$ cat src/pkg/eeap_pkg.sv
// constants, types and decode helpers for the eeprom autosize/protect block
// assumes a microwire-like word-wide serial eeprom on the far side
package eeap_pkg;

  typedef enum logic [1:0] {
    SZ_NONE = 2'h0,
    SZ_4K   = 2'h1,
    SZ_8K   = 2'h2,
    SZ_16K  = 2'h3
  } eeap_size_t;

  localparam int unsigned AW      = 10;
  localparam int unsigned DW      = 16;
  localparam int unsigned FRAME_W = 29;
  localparam int unsigned CNT_W   = 5;
  localparam int unsigned MEM_AW  = 6;

  localparam logic [AW-1:0]     SIG_ADDR   = 10'h03d;
  localparam logic [DW-1:0]     SIG_VALUE  = 16'h5aa5;
  localparam logic [AW-1:0]     MASK_ADDR  = 10'h03f;
  localparam logic [MEM_AW-1:0] LOAD_LAST  = 6'h3f;
  localparam logic [DW-1:0]     MASK_DEFLT = 16'h0000;
  localparam logic [DW-1:0]     CFG_DEFLT  = 16'h0000;

  localparam logic       START_BIT = 1'b1;
  localparam logic [1:0] OP_READ   = 2'h2;
  localparam logic [1:0] OP_WRITE  = 2'h1;
  localparam logic [3:0] HEAD_W    = 4'h3;
  localparam logic [3:0] ABITS_4K  = 4'h8;
  localparam logic [3:0] ABITS_8K  = 4'h9;
  localparam logic [3:0] ABITS_16K = 4'ha;

  localparam logic [1:0] BOOT_WAIT   = 2'h3;
  localparam logic [6:0] SRST_CYCLES = 7'h40;

  // apb byte offsets
  localparam logic [11:0] OFF_ADDR   = 12'h000;
  localparam logic [11:0] OFF_DATA   = 12'h004;
  localparam logic [11:0] OFF_CMD    = 12'h008;
  localparam logic [11:0] OFF_STATUS = 12'h00c;
  localparam logic [11:0] OFF_MASK   = 12'h010;
  localparam logic [11:0] OFF_CTRL   = 12'h014;
  localparam logic [3:0]  CFG_PAGE   = 4'h1;

  localparam int unsigned CMD_RD    = 0;
  localparam int unsigned CMD_WR    = 1;
  localparam int unsigned CTRL_SRST = 0;
  localparam int unsigned FL_RD_DONE = 0;
  localparam int unsigned FL_RD_ERR  = 1;
  localparam int unsigned FL_WR_DONE = 2;
  localparam int unsigned FL_WR_ERR  = 3;
  localparam int unsigned SUB_NO_RD  = 0;
  localparam int unsigned SUB_NO_WR  = 1;
  localparam int unsigned SUB4K_LSB  = 4;

  localparam logic [AW-1:0] BND_32   = 10'h020;
  localparam logic [AW-1:0] BND_64   = 10'h040;
  localparam logic [AW-1:0] BND_128  = 10'h080;
  localparam logic [AW-1:0] BND_192  = 10'h0c0;
  localparam logic [AW-1:0] BND_256  = 10'h100;
  localparam logic [AW-1:0] BND_320  = 10'h140;
  localparam logic [AW-1:0] BND_384  = 10'h180;
  localparam logic [AW-1:0] BND_512  = 10'h200;
  localparam logic [AW-1:0] BND_768  = 10'h300;

  function automatic logic [3:0] addr_bits(eeap_size_t s);
    unique case (s)
      SZ_4K:   addr_bits = ABITS_4K;
      SZ_8K:   addr_bits = ABITS_8K;
      SZ_16K:  addr_bits = ABITS_16K;
      SZ_NONE: addr_bits = ABITS_16K;
    endcase
  endfunction : addr_bits

  function automatic eeap_size_t next_size(eeap_size_t s);
    unique case (s)
      SZ_16K:  next_size = SZ_4K;
      SZ_4K:   next_size = SZ_8K;
      SZ_8K:   next_size = SZ_NONE;
      SZ_NONE: next_size = SZ_NONE;
    endcase
  endfunction : next_size

  function automatic logic in_range(logic [AW-1:0] a, eeap_size_t s);
    in_range = (s != SZ_NONE) && ((a >> addr_bits(s)) == '0);
  endfunction : in_range

  function automatic logic [2:0] region_of(logic [AW-1:0] a, eeap_size_t s);
    if (a < BND_32)        region_of = 3'h0;
    else if (a < BND_64)   region_of = 3'h1;
    else if (a < BND_128)  region_of = 3'h2;
    else if (a < BND_192)  region_of = 3'h3;
    else if (s == SZ_4K)   region_of = {1'b1, a[SUB4K_LSB +: 2]};
    else if (a < BND_256)  region_of = 3'h4;
    else if (s == SZ_8K)   region_of = (a < BND_320) ? 3'h5 : (a < BND_384) ? 3'h6 : 3'h7;
    else                   region_of = (a < BND_512) ? 3'h5 : (a < BND_768) ? 3'h6 : 3'h7;
  endfunction : region_of

endpackage : eeap_pkg

$ cat src/verilog/eeap_top.sv
// eeprom autosize, config load and access protection behind an apb slave
// assumes ee_sck is a free-running clock from outside, sampled here at 200 MHz
// Summary of operation
// - after reset the first eeprom access is the signature read; size found by hardware
// - probe sizes in order 16 Kb, then 4 Kb, then 8 Kb
// - read signature word 0x3d under each size; match fixes size and starts load
// - signature mismatch retries with the next size in the order
// - no size matches: eeprom absent, defaults used everywhere
// - access mask is the 16-bit word 0x3f, eight 2-bit submasks
// - submask 00 read+write, 01 write only, 10 read only, 11 none
// - submasks 1:0..7:6 cover words 0-31, 32-63, 64-127, 128-191 always
// - 4 Kb: submasks 9:8..15:14 cover 16-word regions from word 192
// - 8 Kb: upper submasks cover 192-255, 256-319, 320-383, 384-511
// - 16 Kb: upper submasks cover 192-255, 256-511, 512-767, 768-1023
// - mask only loaded from the eeprom, never writable by software
// - writing the mask word needs its submask to allow writes or enable pin high
// - only cold reset loads; the host soft reset keeps the loaded image
// - signature matches only when it equals 0x5aa5
// - denied read aborts and sets read-error, not read-done
// - denied write aborts and sets write-error, not write-done
// - enable pin high skips loading and keeps defaults
//
// Design decisions made here: register access over APB and the register addresses.
module eeap_top
  import eeap_pkg::*;
(
  input  wire logic        clk,
  input  wire logic        reset_n,
  input  wire logic        ce,
  input  wire logic        psel,
  input  wire logic        penable,
  input  wire logic        pwrite,
  input  wire logic [11:0] paddr,
  input  wire logic [31:0] pwdata,
  output logic      [31:0] prdata,
  output logic             pready,
  output logic             pslverr,
  input  wire logic        ee_sck,
  input  wire logic        ee_miso,
  input  wire logic        nvm_load_enable_n,
  output logic             ee_cs,
  output logic             ee_mosi,
  output logic             load_done
);
  import eeap_pkg::*;

  typedef enum logic [2:0] {
    M_BOOT  = 3'h0,
    M_PROBE = 3'h1,
    M_LOAD  = 3'h3,
    M_IDLE  = 3'h2,
    M_OP    = 3'h6
  } eeap_main_t;

  typedef enum logic [2:0] {
    E_IDLE  = 3'h0,
    E_ARM   = 3'h1,
    E_SHIFT = 3'h3,
    E_GAP   = 3'h2,
    E_POLL  = 3'h6
  } eeap_eng_t;

  // ---------------- pin synchronisers
  logic sck_s1_r, sck_s2_r, sck_s3_r, miso_s1_r, miso_s2_r, en_s1_r, en_s2_r;
  logic sck_rise, sck_fall;

  always_ff @(posedge clk or negedge reset_n) begin
    if (!reset_n) begin
      {sck_s1_r, sck_s2_r, sck_s3_r} <= '0;
      {miso_s1_r, miso_s2_r}         <= '0;
      {en_s1_r, en_s2_r}             <= 2'h3;
    end else if (ce) begin
      sck_s1_r  <= ee_sck;
      sck_s2_r  <= sck_s1_r;
      sck_s3_r  <= sck_s2_r;
      miso_s1_r <= ee_miso;
      miso_s2_r <= miso_s1_r;
      en_s1_r   <= nvm_load_enable_n;
      en_s2_r   <= en_s1_r;
    end
  end

  assign sck_rise = sck_s2_r & ~sck_s3_r;
  assign sck_fall = ~sck_s2_r & sck_s3_r;

  // ---------------- apb slave
  logic        pready_r, pready_nxt, pslverr_r, pslverr_nxt, wr_fire, mapped;
  logic [31:0] prdata_r, prdata_nxt, rd_mux;

  // ---------------- main sequencer state
  eeap_main_t       st_r, st_nxt;
  eeap_size_t       try_r, try_nxt, size_r, size_nxt, eng_sz;
  logic             present_r, present_nxt, loaded_r, loaded_nxt, op_wr_r, op_wr_nxt;
  logic [DW-1:0]    mask_r, mask_nxt, data_r, data_nxt, eng_d;
  logic [AW-1:0]    addr_r, addr_nxt, eng_a;
  logic [MEM_AW-1:0] idx_r, idx_nxt;
  logic [1:0]       boot_r, boot_nxt;
  logic [3:0]       flags_r, flags_nxt;
  logic [6:0]       srst_r, srst_nxt;
  logic             eng_go, eng_wr, cmd_go, rd_ok, wr_ok, cfg_we;
  logic [1:0]       sub;
  logic [DW-1:0]    cfg_mem [0:(1<<MEM_AW)-1];

  // ---------------- serial engine state
  eeap_eng_t          est_r, est_nxt;
  logic [FRAME_W-1:0] sh_r, sh_nxt;
  logic [DW-1:0]      in_r, in_nxt;
  logic [CNT_W-1:0]   cnt_r, cnt_nxt, nbits_r, nbits_nxt;
  logic               ewr_r, ewr_nxt, cs_r, cs_nxt, di_r, di_nxt, done_r, done_nxt;

  always_comb begin
    mapped = 1'b1;
    rd_mux = '0;
    if (paddr[11:8] == CFG_PAGE && paddr[1:0] == 2'h0) begin
      rd_mux = {16'h0, cfg_mem[paddr[MEM_AW+1:2]]};
    end else begin
      unique case (paddr)
        OFF_ADDR:   rd_mux = {22'h0, addr_r};
        OFF_DATA:   rd_mux = {16'h0, data_r};
        OFF_CMD:    rd_mux = '0;
        OFF_STATUS: rd_mux = {23'h0, loaded_r, (st_r != M_IDLE), present_r, 2'(size_r),
                              flags_r};
        OFF_MASK:   rd_mux = {16'h0, mask_r};
        OFF_CTRL:   rd_mux = {31'h0, (srst_r != '0)};
        default:    mapped = 1'b0;
      endcase
    end
    // one wait state: pready rises in the second access cycle
    pready_nxt  = psel & penable & ~pready_r;
    pslverr_nxt = pready_nxt & ~mapped;
    prdata_nxt  = (pready_nxt && !pwrite && mapped) ? rd_mux : '0;
  end

  assign wr_fire = psel & penable & pready_r & pwrite & ~pslverr_r;

  always_ff @(posedge clk or negedge reset_n) begin
    if (!reset_n) begin
      pready_r  <= 1'b0;
      pslverr_r <= 1'b0;
      prdata_r  <= '0;
    end else if (ce) begin
      pready_r  <= pready_nxt;
      pslverr_r <= pslverr_nxt;
      prdata_r  <= prdata_nxt;
    end
  end

  // permission of the current host request
  always_comb begin
    sub   = mask_r[{region_of(addr_r, size_r), 1'b0} +: 2];
    rd_ok = in_range(addr_r, size_r) && !sub[SUB_NO_RD];
    wr_ok = in_range(addr_r, size_r) &&
            (!sub[SUB_NO_WR] || (addr_r == MASK_ADDR && en_s2_r));
  end

  assign cmd_go = wr_fire && paddr == OFF_CMD && srst_r == '0 && st_r == M_IDLE &&
                  (pwdata[CMD_RD] || pwdata[CMD_WR]);

  always_comb begin
    st_nxt = st_r;  try_nxt = try_r;  size_nxt = size_r;  present_nxt = present_r;
    loaded_nxt = loaded_r;  op_wr_nxt = op_wr_r;  mask_nxt = mask_r;  data_nxt = data_r;
    addr_nxt = addr_r;  idx_nxt = idx_r;  boot_nxt = boot_r;  flags_nxt = flags_r;
    eng_go = 1'b0;  eng_wr = 1'b0;  eng_a = SIG_ADDR;  eng_d = data_r;  eng_sz = size_r;
    cfg_we = 1'b0;
    // soft reset touches only host-side state, never the loaded image
    srst_nxt = (srst_r == '0) ? '0 : srst_r - 7'h1;
    if (wr_fire && paddr == OFF_CTRL && pwdata[CTRL_SRST]) srst_nxt = SRST_CYCLES;
    if (srst_r != '0) begin
      addr_nxt  = '0;
      data_nxt  = '0;
      flags_nxt = '0;
    end else if (wr_fire && st_r == M_IDLE) begin
      if (paddr == OFF_ADDR) addr_nxt = pwdata[AW-1:0];
      if (paddr == OFF_DATA) data_nxt = pwdata[DW-1:0];
    end
    unique case (st_r)
      M_BOOT: begin
        // wait until the strap has crossed the synchroniser
        if (boot_r == BOOT_WAIT) begin
          eng_go  = 1'b1;
          eng_sz  = SZ_16K;
          try_nxt = SZ_16K;
          st_nxt  = M_PROBE;
        end else begin
          boot_nxt = boot_r + 2'h1;
        end
      end
      M_PROBE: if (done_r) begin
        if (in_r == SIG_VALUE) begin
          size_nxt    = try_r;
          present_nxt = 1'b1;
          if (en_s2_r) begin
            st_nxt     = M_IDLE;
            loaded_nxt = 1'b1;
          end else begin
            idx_nxt = '0;
            eng_go  = 1'b1;
            eng_a   = '0;
            eng_sz  = try_r;
            st_nxt  = M_LOAD;
          end
        end else if (next_size(try_r) == SZ_NONE) begin
          st_nxt     = M_IDLE;
          loaded_nxt = 1'b1;
        end else begin
          try_nxt = next_size(try_r);
          eng_sz  = next_size(try_r);
          eng_go  = 1'b1;
        end
      end
      M_LOAD: if (done_r) begin
        cfg_we = 1'b1;
        if (idx_r == MASK_ADDR[MEM_AW-1:0]) mask_nxt = in_r;
        if (idx_r == LOAD_LAST) begin
          st_nxt     = M_IDLE;
          loaded_nxt = 1'b1;
        end else begin
          idx_nxt = idx_r + 6'h1;
          eng_go  = 1'b1;
          eng_a   = AW'(idx_r + 6'h1);
        end
      end
      M_IDLE: if (cmd_go) begin
        op_wr_nxt = ~pwdata[CMD_RD];
        flags_nxt = '0;
        eng_a     = addr_r;
        eng_wr    = ~pwdata[CMD_RD];
        if (pwdata[CMD_RD] && !rd_ok) begin
          flags_nxt[FL_RD_ERR] = 1'b1;
        end else if (!pwdata[CMD_RD] && !wr_ok) begin
          flags_nxt[FL_WR_ERR] = 1'b1;
        end else begin
          eng_go = 1'b1;
          st_nxt = M_OP;
        end
      end
      M_OP: if (done_r) begin
        st_nxt = M_IDLE;
        if (op_wr_r) flags_nxt[FL_WR_DONE] = 1'b1;
        else begin
          flags_nxt[FL_RD_DONE] = 1'b1;
          data_nxt = in_r;
        end
      end
    endcase
  end

  always_ff @(posedge clk or negedge reset_n) begin
    if (!reset_n) begin
      st_r <= M_BOOT;  try_r <= SZ_NONE;  size_r <= SZ_NONE;  present_r <= 1'b0;
      loaded_r <= 1'b0;  op_wr_r <= 1'b0;  mask_r <= MASK_DEFLT;  data_r <= '0;
      addr_r <= '0;  idx_r <= '0;  boot_r <= '0;  flags_r <= '0;  srst_r <= '0;
    end else if (ce) begin
      st_r <= st_nxt;  try_r <= try_nxt;  size_r <= size_nxt;  present_r <= present_nxt;
      loaded_r <= loaded_nxt;  op_wr_r <= op_wr_nxt;  mask_r <= mask_nxt;
      data_r <= data_nxt;  addr_r <= addr_nxt;  idx_r <= idx_nxt;  boot_r <= boot_nxt;
      flags_r <= flags_nxt;  srst_r <= srst_nxt;
    end
  end

  // image only cleared by cold reset; defaults stand where no load happened
  always_ff @(posedge clk or negedge reset_n) begin
    if (!reset_n) begin
      for (int i = 0; i < (1 << MEM_AW); i++) cfg_mem[i] <= CFG_DEFLT;
    end else if (ce && cfg_we) begin
      cfg_mem[idx_r] <= in_r;
    end
  end

  // ---------------- serial engine: mosi changes on sck fall, miso taken on rise
  always_comb begin
    est_nxt = est_r;  sh_nxt = sh_r;  in_nxt = in_r;  cnt_nxt = cnt_r;
    nbits_nxt = nbits_r;  ewr_nxt = ewr_r;  cs_nxt = cs_r;  di_nxt = di_r;
    done_nxt = 1'b0;
    unique case (est_r)
      E_IDLE: if (eng_go) begin
        sh_nxt = (FRAME_W'({START_BIT, (eng_wr ? OP_WRITE : OP_READ)}) << (FRAME_W - HEAD_W))
               | (FRAME_W'(eng_a) << (DW + AW - addr_bits(eng_sz)))
               | (FRAME_W'(eng_d) << (AW - addr_bits(eng_sz)));
        nbits_nxt = CNT_W'(HEAD_W + addr_bits(eng_sz)) + CNT_W'(DW);
        ewr_nxt   = eng_wr;
        est_nxt   = E_ARM;
      end
      E_ARM: if (sck_fall) begin
        cs_nxt  = 1'b1;
        di_nxt  = sh_r[FRAME_W-1];
        sh_nxt  = sh_r << 1;
        cnt_nxt = '0;
        est_nxt = E_SHIFT;
      end
      E_SHIFT: begin
        if (sck_rise) begin
          in_nxt  = {in_r[DW-2:0], miso_s2_r};
          cnt_nxt = cnt_r + 5'h1;
        end else if (sck_fall) begin
          if (cnt_r == nbits_r) begin
            cs_nxt   = 1'b0;
            di_nxt   = 1'b0;
            est_nxt  = ewr_r ? E_GAP : E_IDLE;
            done_nxt = ~ewr_r;
          end else begin
            di_nxt = sh_r[FRAME_W-1];
            sh_nxt = sh_r << 1;
          end
        end
      end
      // one sck period of chip deselect, then poll ready on miso
      E_GAP: if (sck_fall) begin
        cs_nxt  = 1'b1;
        est_nxt = E_POLL;
      end
      E_POLL: if (sck_rise && miso_s2_r) begin
        cs_nxt   = 1'b0;
        done_nxt = 1'b1;
        est_nxt  = E_IDLE;
      end
    endcase
  end

  always_ff @(posedge clk or negedge reset_n) begin
    if (!reset_n) begin
      est_r <= E_IDLE;  sh_r <= '0;  in_r <= '0;  cnt_r <= '0;  nbits_r <= '0;
      ewr_r <= 1'b0;  cs_r <= 1'b0;  di_r <= 1'b0;  done_r <= 1'b0;
    end else if (ce) begin
      est_r <= est_nxt;  sh_r <= sh_nxt;  in_r <= in_nxt;  cnt_r <= cnt_nxt;
      nbits_r <= nbits_nxt;  ewr_r <= ewr_nxt;  cs_r <= cs_nxt;  di_r <= di_nxt;
      done_r <= done_nxt;
    end
  end

  assign prdata    = prdata_r;
  assign pready    = pready_r;
  assign pslverr   = pslverr_r;
  assign ee_cs     = cs_r;
  assign ee_mosi   = di_r;
  assign load_done = loaded_r;

  // ---------------- checks
  AST_FIRST_PROBE: assert property (@(posedge clk) disable iff (!reset_n)
    (ce && st_r == M_BOOT && boot_r == BOOT_WAIT) |=>
      (st_r == M_PROBE && try_r == SZ_16K && est_r == E_ARM && nbits_r == 5'd29))
    else $error("first probe is not a 16 Kb signature read");
  AST_PROBE_ORDER: assert property (@(posedge clk) disable iff (!reset_n)
    (ce && st_r == M_PROBE && done_r && in_r != SIG_VALUE && try_r == SZ_16K) |=>
      (try_r == SZ_4K && st_r == M_PROBE && nbits_r == 5'd27))
    else $error("probe after 16 Kb is not 4 Kb");
  AST_RETRY_8K: assert property (@(posedge clk) disable iff (!reset_n)
    (ce && st_r == M_PROBE && done_r && in_r != SIG_VALUE && try_r == SZ_4K) |=>
      (try_r == SZ_8K && est_r == E_ARM))
    else $error("no retry with 8 Kb after 4 Kb mismatch");
  AST_SIG_HIT: assert property (@(posedge clk) disable iff (!reset_n)
    (ce && st_r == M_PROBE && done_r && in_r == SIG_VALUE) |=>
      (present_r && size_r == $past(try_r)))
    else $error("signature match did not fix the size");
  AST_NO_SIG: assert property (@(posedge clk) disable iff (!reset_n)
    (ce && st_r == M_PROBE && done_r && in_r != SIG_VALUE && try_r == SZ_8K) |=>
      (st_r == M_IDLE && size_r == SZ_NONE && !present_r && mask_r == MASK_DEFLT))
    else $error("absent eeprom not handled with defaults");
  AST_MASK_LOAD_ONLY: assert property (@(posedge clk) disable iff (!reset_n)
    (mask_r != $past(mask_r)) |->
      ($past(st_r) == M_LOAD && $past(idx_r) == MASK_ADDR[MEM_AW-1:0]))
    else $error("mask changed outside the load of word 0x3f");
  AST_RD_DENY: assert property (@(posedge clk) disable iff (!reset_n)
    (cmd_go && pwdata[CMD_RD] && !rd_ok) |=>
      (flags_r == 4'h2 && st_r == M_IDLE && est_r == E_IDLE && !cs_r))
    else $error("denied read was not aborted with read error");
  AST_WR_DENY: assert property (@(posedge clk) disable iff (!reset_n)
    (cmd_go && !pwdata[CMD_RD] && !wr_ok) |=>
      (flags_r == 4'h8 && st_r == M_IDLE && est_r == E_IDLE))
    else $error("denied write was not aborted with write error");
  AST_MASK_OVERRIDE: assert property (@(posedge clk) disable iff (!reset_n)
    (cmd_go && !pwdata[CMD_RD] && addr_r == MASK_ADDR && size_r != SZ_NONE && en_s2_r)
      |=> (st_r == M_OP && !flags_r[FL_WR_ERR]))
    else $error("mask write refused while enable pin high");
  AST_STRAP_SKIP: assert property (@(posedge clk) disable iff (!reset_n)
    (ce && st_r == M_PROBE && done_r && in_r == SIG_VALUE && en_s2_r) |=>
      (st_r == M_IDLE && loaded_r && mask_r == MASK_DEFLT))
    else $error("load not skipped with enable pin high");
  AST_SOFT_KEEP: assert property (@(posedge clk) disable iff (!reset_n)
    (srst_r != '0 && st_r inside {M_IDLE, M_OP}) |=>
      (st_r inside {M_IDLE, M_OP} && mask_r == $past(mask_r) && loaded_r))
    else $error("soft reset disturbed the loaded image");

endmodule : eeap_top

$ cat config.mk
export PLATFORM = sky130hd
export DESIGN_NAME = eeap_top
export DESIGN_NICKNAME = d
export VERILOG_FILES = /design/src/pkg/eeap_pkg.sv /design/src/verilog/eeap_top.sv
export SDC_FILE = /design/constraint.sdc
export NUM_CORES = 2
export LEC_CHECK = 0
export BUFFER_PORTS_ARGS = -buffer_cell sky130_fd_sc_hd__buf_2
export CAP_MARGIN = 40
export CORE_MARGIN = 2
export CORE_UTILIZATION = 63
export CTS_BUF_LIST = sky130_fd_sc_hd__clkbuf_16
export DETAILED_ROUTE_END_ITERATION = 10
export GPL_TIMING_DRIVEN = 0
export PLACE_DENSITY = 0.8
export SETUP_SLACK_MARGIN = 0.15
export SLEW_MARGIN = 20
export SYNTH_ARGS = -nofsm -noshare
export SYNTH_HDL_FRONTEND = slang
export SYNTH_SLANG_ARGS = --single-unit
export TNS_END_PERCENT = 10
$ cat constraint.sdc
create_clock -name clk -period 5 [get_ports clk]
set_input_delay 0.5 -clock clk [delete_from_list [all_inputs] [get_ports clk]]
set_output_delay 0.5 -clock clk [all_outputs]
set_load 0.05 [all_outputs]
==> metrics.md <==
| Metric | Value |
|---|---|
| CP Launch Type | `register` |
| Critical path's top delay family | `simple AND/OR/NAND/NOR gates` |
| IO buf count | `52` |
| HP Class | `primary input to register` |
| Ys Warns | `0` |
| First-pass GRT wire length | `around 250000 um` |
| RSZ-0062 raised after global routing | `false` |
| Avg Cell Area, Syn | `14.9 sq um` |
| Worst VDD drop | `0.355 mV` |
| GR Layer Usage met1 | `0.512` |
| GR Util met3 | `0.112` |
| Slew HR | `0.372` |
| Largest net degree at the start of global routing | `138` |
| Gr busiest metal | `met2` |
| Ys flop type | `dfrtp_1` |
| Critical path peak fanout | `10` |
| Most frequent cell after synthesis | `dfrtp_1` |
| Initial antenna violation count | `20` |
| Cell variety after synth | `94` |
| Final hold violation count | `0` |
| Clock Path Buffers | `3` |
| Initial Util | `0.638` |
| Num CTS Buffers | `around 120` |
| Critical Path RT | `5.58 ns` |
| Area leader, netlist | `dfrtp_1` |
| Slowest stage cell, crit path | `nor2_1` |
| Die Area | `just over 0.09 sq mm` |
| Routed wire length per instance | `32.2 um` |
| EDFF count, synth | `0` |
| Min Tclk post-route | `4.47 ns` |
| Via count | `between 30000 and 40000` |
| Layout cells sized above 1 | `0.447` |
| Leak | `29.5 nW` |
| Initial DRC count | `around 4300` |
| Setup crit end kind | `register` |
| Cells after Synth | `3714` |
| Final Wtd Congestion | `1.02` |
| Root buffer cell | `clkbuf_16` |
| Final setup violation count | `0` |
| TritonCTS clock tree | `done` |
| Core footprint | `slightly below 0.09 sq mm` |
| Register cell area after layout | `0.0296 sq mm` |
| Post-route DRC | `0` |
| Post-synth top cells | `dfrtp_1, mux2_2, mux4_2` |
| Status | `finished, final reports clean` |
| Final ANT Viol Nets | `0` |
| Fin area | `0.0621 sq mm` |
| Met2 Use GR | `0.559` |
| Clock Skew | `0.0356 ns` |
| Post-DP Area | `0.0582 sq mm` |
| Pre-CTS WS | `-0.280 ns` |
| DR vias/cell | `between 6 and 7` |
| Top cells by area, synth | `dfrtp_1, mux2_2, mux4_2, clkbuf_1, nand2_1` |
| Die width | `approximately 300 um` |
| Fin crit share | `0.893` |
| Fin. max-slew vios | `0` |
| Slew of the pin with the lowest slew margin | `approximately 0.93 ns` |
| Slowest stage delay, CP | `0.87 ns` |
| Fillers | `about 5600` |
| Row cnt | `108` |
| Hpwl dp | `roughly 120000 um` |
| CP bufs+invs | `1` |
| Crit-path cells | `nand3b_1 > nor3_1 > nand4_1 > nor2_1 > clkbuf_1 > mux2_2` |
| Die Ht | `approximately 300 um` |
| PwrDens | `311 mW/mm^2` |
| CTS H-tree depth | `3` |
| Fmax | `224 MHz` |
| Area delta synth->final | `11.8%` |
| Setup WS post-layout | `0.535 ns` |
| Hold WS | `just under 0.01 ns` |
| Routed WL | `169000 um` |
| Sequential-to-total area share from yosys stat | `0.533` |
| FFs w/ async S/R, synth | `1.00` |
| Tot GR Track Use | `0.381` |
| Clock transition at path regs | `0.06 ns` |
| Setup total negative slack | `0 ns` |
| Multi-input logic area | `0.0244 sq mm` |
| Vias in the first global route | `37100` |
| Initial DRT Pass Iterations | `8` |
| GRT Residual Overflow | `0` |
| Skew-Pair Late Insertion Delay | `0.72 ns` |
| Clk sinks | `around 1200` |
| I/O Pins | `90` |
| Nets | `4055` |
| Kind of critical path | `register to register` |
| Register bit total from synthesis | `1181` |
| Arrival @ worst endpoint | `5.04 ns` |
| Max cap viols | `0` |
| Mapped cell area | `roughly 0.055 sq mm` |
| Top cell type's share of synthesized area | `0.532` |
-- cell type report --
class / instances / share of cell area
clock buffers: 120 / 0.0484
inverters: 30 / 0.00188
plain buffers: 352 / 0.0239
well taps: 1155 / 0.0233
multi-input cells: 2166 / 0.394
flip-flops and latches: 1181 / 0.476
repair buffers: 143 / 0.0229
diodes: 6 / 0.000242
clock inverters: 93 / 0.00921
-- report_power, final --
group          switching (mW)  total, mW  internal (mW)
Clock                    3.81       8.39           4.58
Sequential             0.0879       9.77           9.68
Combinational           0.791       1.17          0.380
-- state kept, by name, indices dropped and copies added, names as in the netlist, 3 cells and up --
name	flops
addr_r	10
cfg_mem	1024
cnt_r	5
data_r	16
est_r	3
flags_r	4
idx_r	6
in_r	16
mask_r	16
nbits_r	4
prdata	16
sh_r	29
srst_r	7
st_r	3
-- worst reg2reg max path: cells and delay by family, from the launching register on --
kind                   cells  cell delay (ns)
AND/OR/NAND/NOR            4             2.72
buffers and inverters      1             0.71
flip-flops                 1             0.48
multiplexers               1             0.42
-- stage by stage --
stage | cells | utilization | total power, mW
after global routing | 5240 | 0.713 | 19.8
after floorplan | 3729 | - | 10.6
final | 5246 | 0.713 | 19.3
after CTS | 5222 | 0.711 | 19.3
after detailed placement | 5005 | 0.669 | 11.1
after global placement | 4936 | 0.658 | 11.0
-- what timing repair did --
action | in CTS | in global routing
pin swaps | 1 | 0
endpoints found under the setup margin | 20 | 22
hold buffers | 1 | 0
resized for setup | 1 | 5
hold endpoints to repair | 95 | 0
buffers inserted | 3 | 0
-- cells by family after synthesis --
group,share of synthesized area
other cells,0.0000676
simple gates,0.0358
flops,0.533
xor+xnor,0.00142
compound gates,0.0359
fa+ha+maj,0.00225
mux,0.364
buf+inv,0.0283
-- layer usage --
metal  part of all wire  vias up
met4              0.072       12
met2               0.45     2063
met3               0.11      605
met1               0.37    19300
li1                   -    14500
met5            0.00060        -
-- worst paths after layout --
path	start	end	slack, ns	cells past startpoint
max	st_r[2]$_DFFE_PN0P_	cfg_mem[263]$_DFFE_PN0P_	0.53	6
min	nvm_load_enable_n	en_s1_r$_DFFE_PN1P_	0.01	2
max reg2reg	st_r[2]$_DFFE_PN0P_	cfg_mem[263]$_DFFE_PN0P_	0.53	6
min reg2reg	sh_r[26]$_DFFE_PN0P_	sh_r[26]$_DFFE_PN0P_	0.49	1
max in group asynchronous	reset_n	cfg_mem[556]$_DFFE_PN0P_	2.45	5
min in group asynchronous	reset_n	sh_r[16]$_DFFE_PN0P_	0.36	2
-- layout by cell type (no fill, tap or decap), types with 11 or more instances in the layout --
cell type and instances:
a21oi_1 60, a22o_1 19, a22oi_1 31, buf_1 11, buf_2 86, buf_4 30, buf_6 61, clkbuf_1 272
clkbuf_16 120, clkbuf_2 14, clkinv_1 32, clkinv_2 17, conb_1 16, dfrtp_1 1178, inv_1 62, mux2_2 1088
mux2i_1 16, mux4_2 339, nand2_1 132, nand3_1 36, nor2_1 92, nor2b_1 11, nor3_1 27, o21ai_0 67
Power figures use the tool's default switching activity.
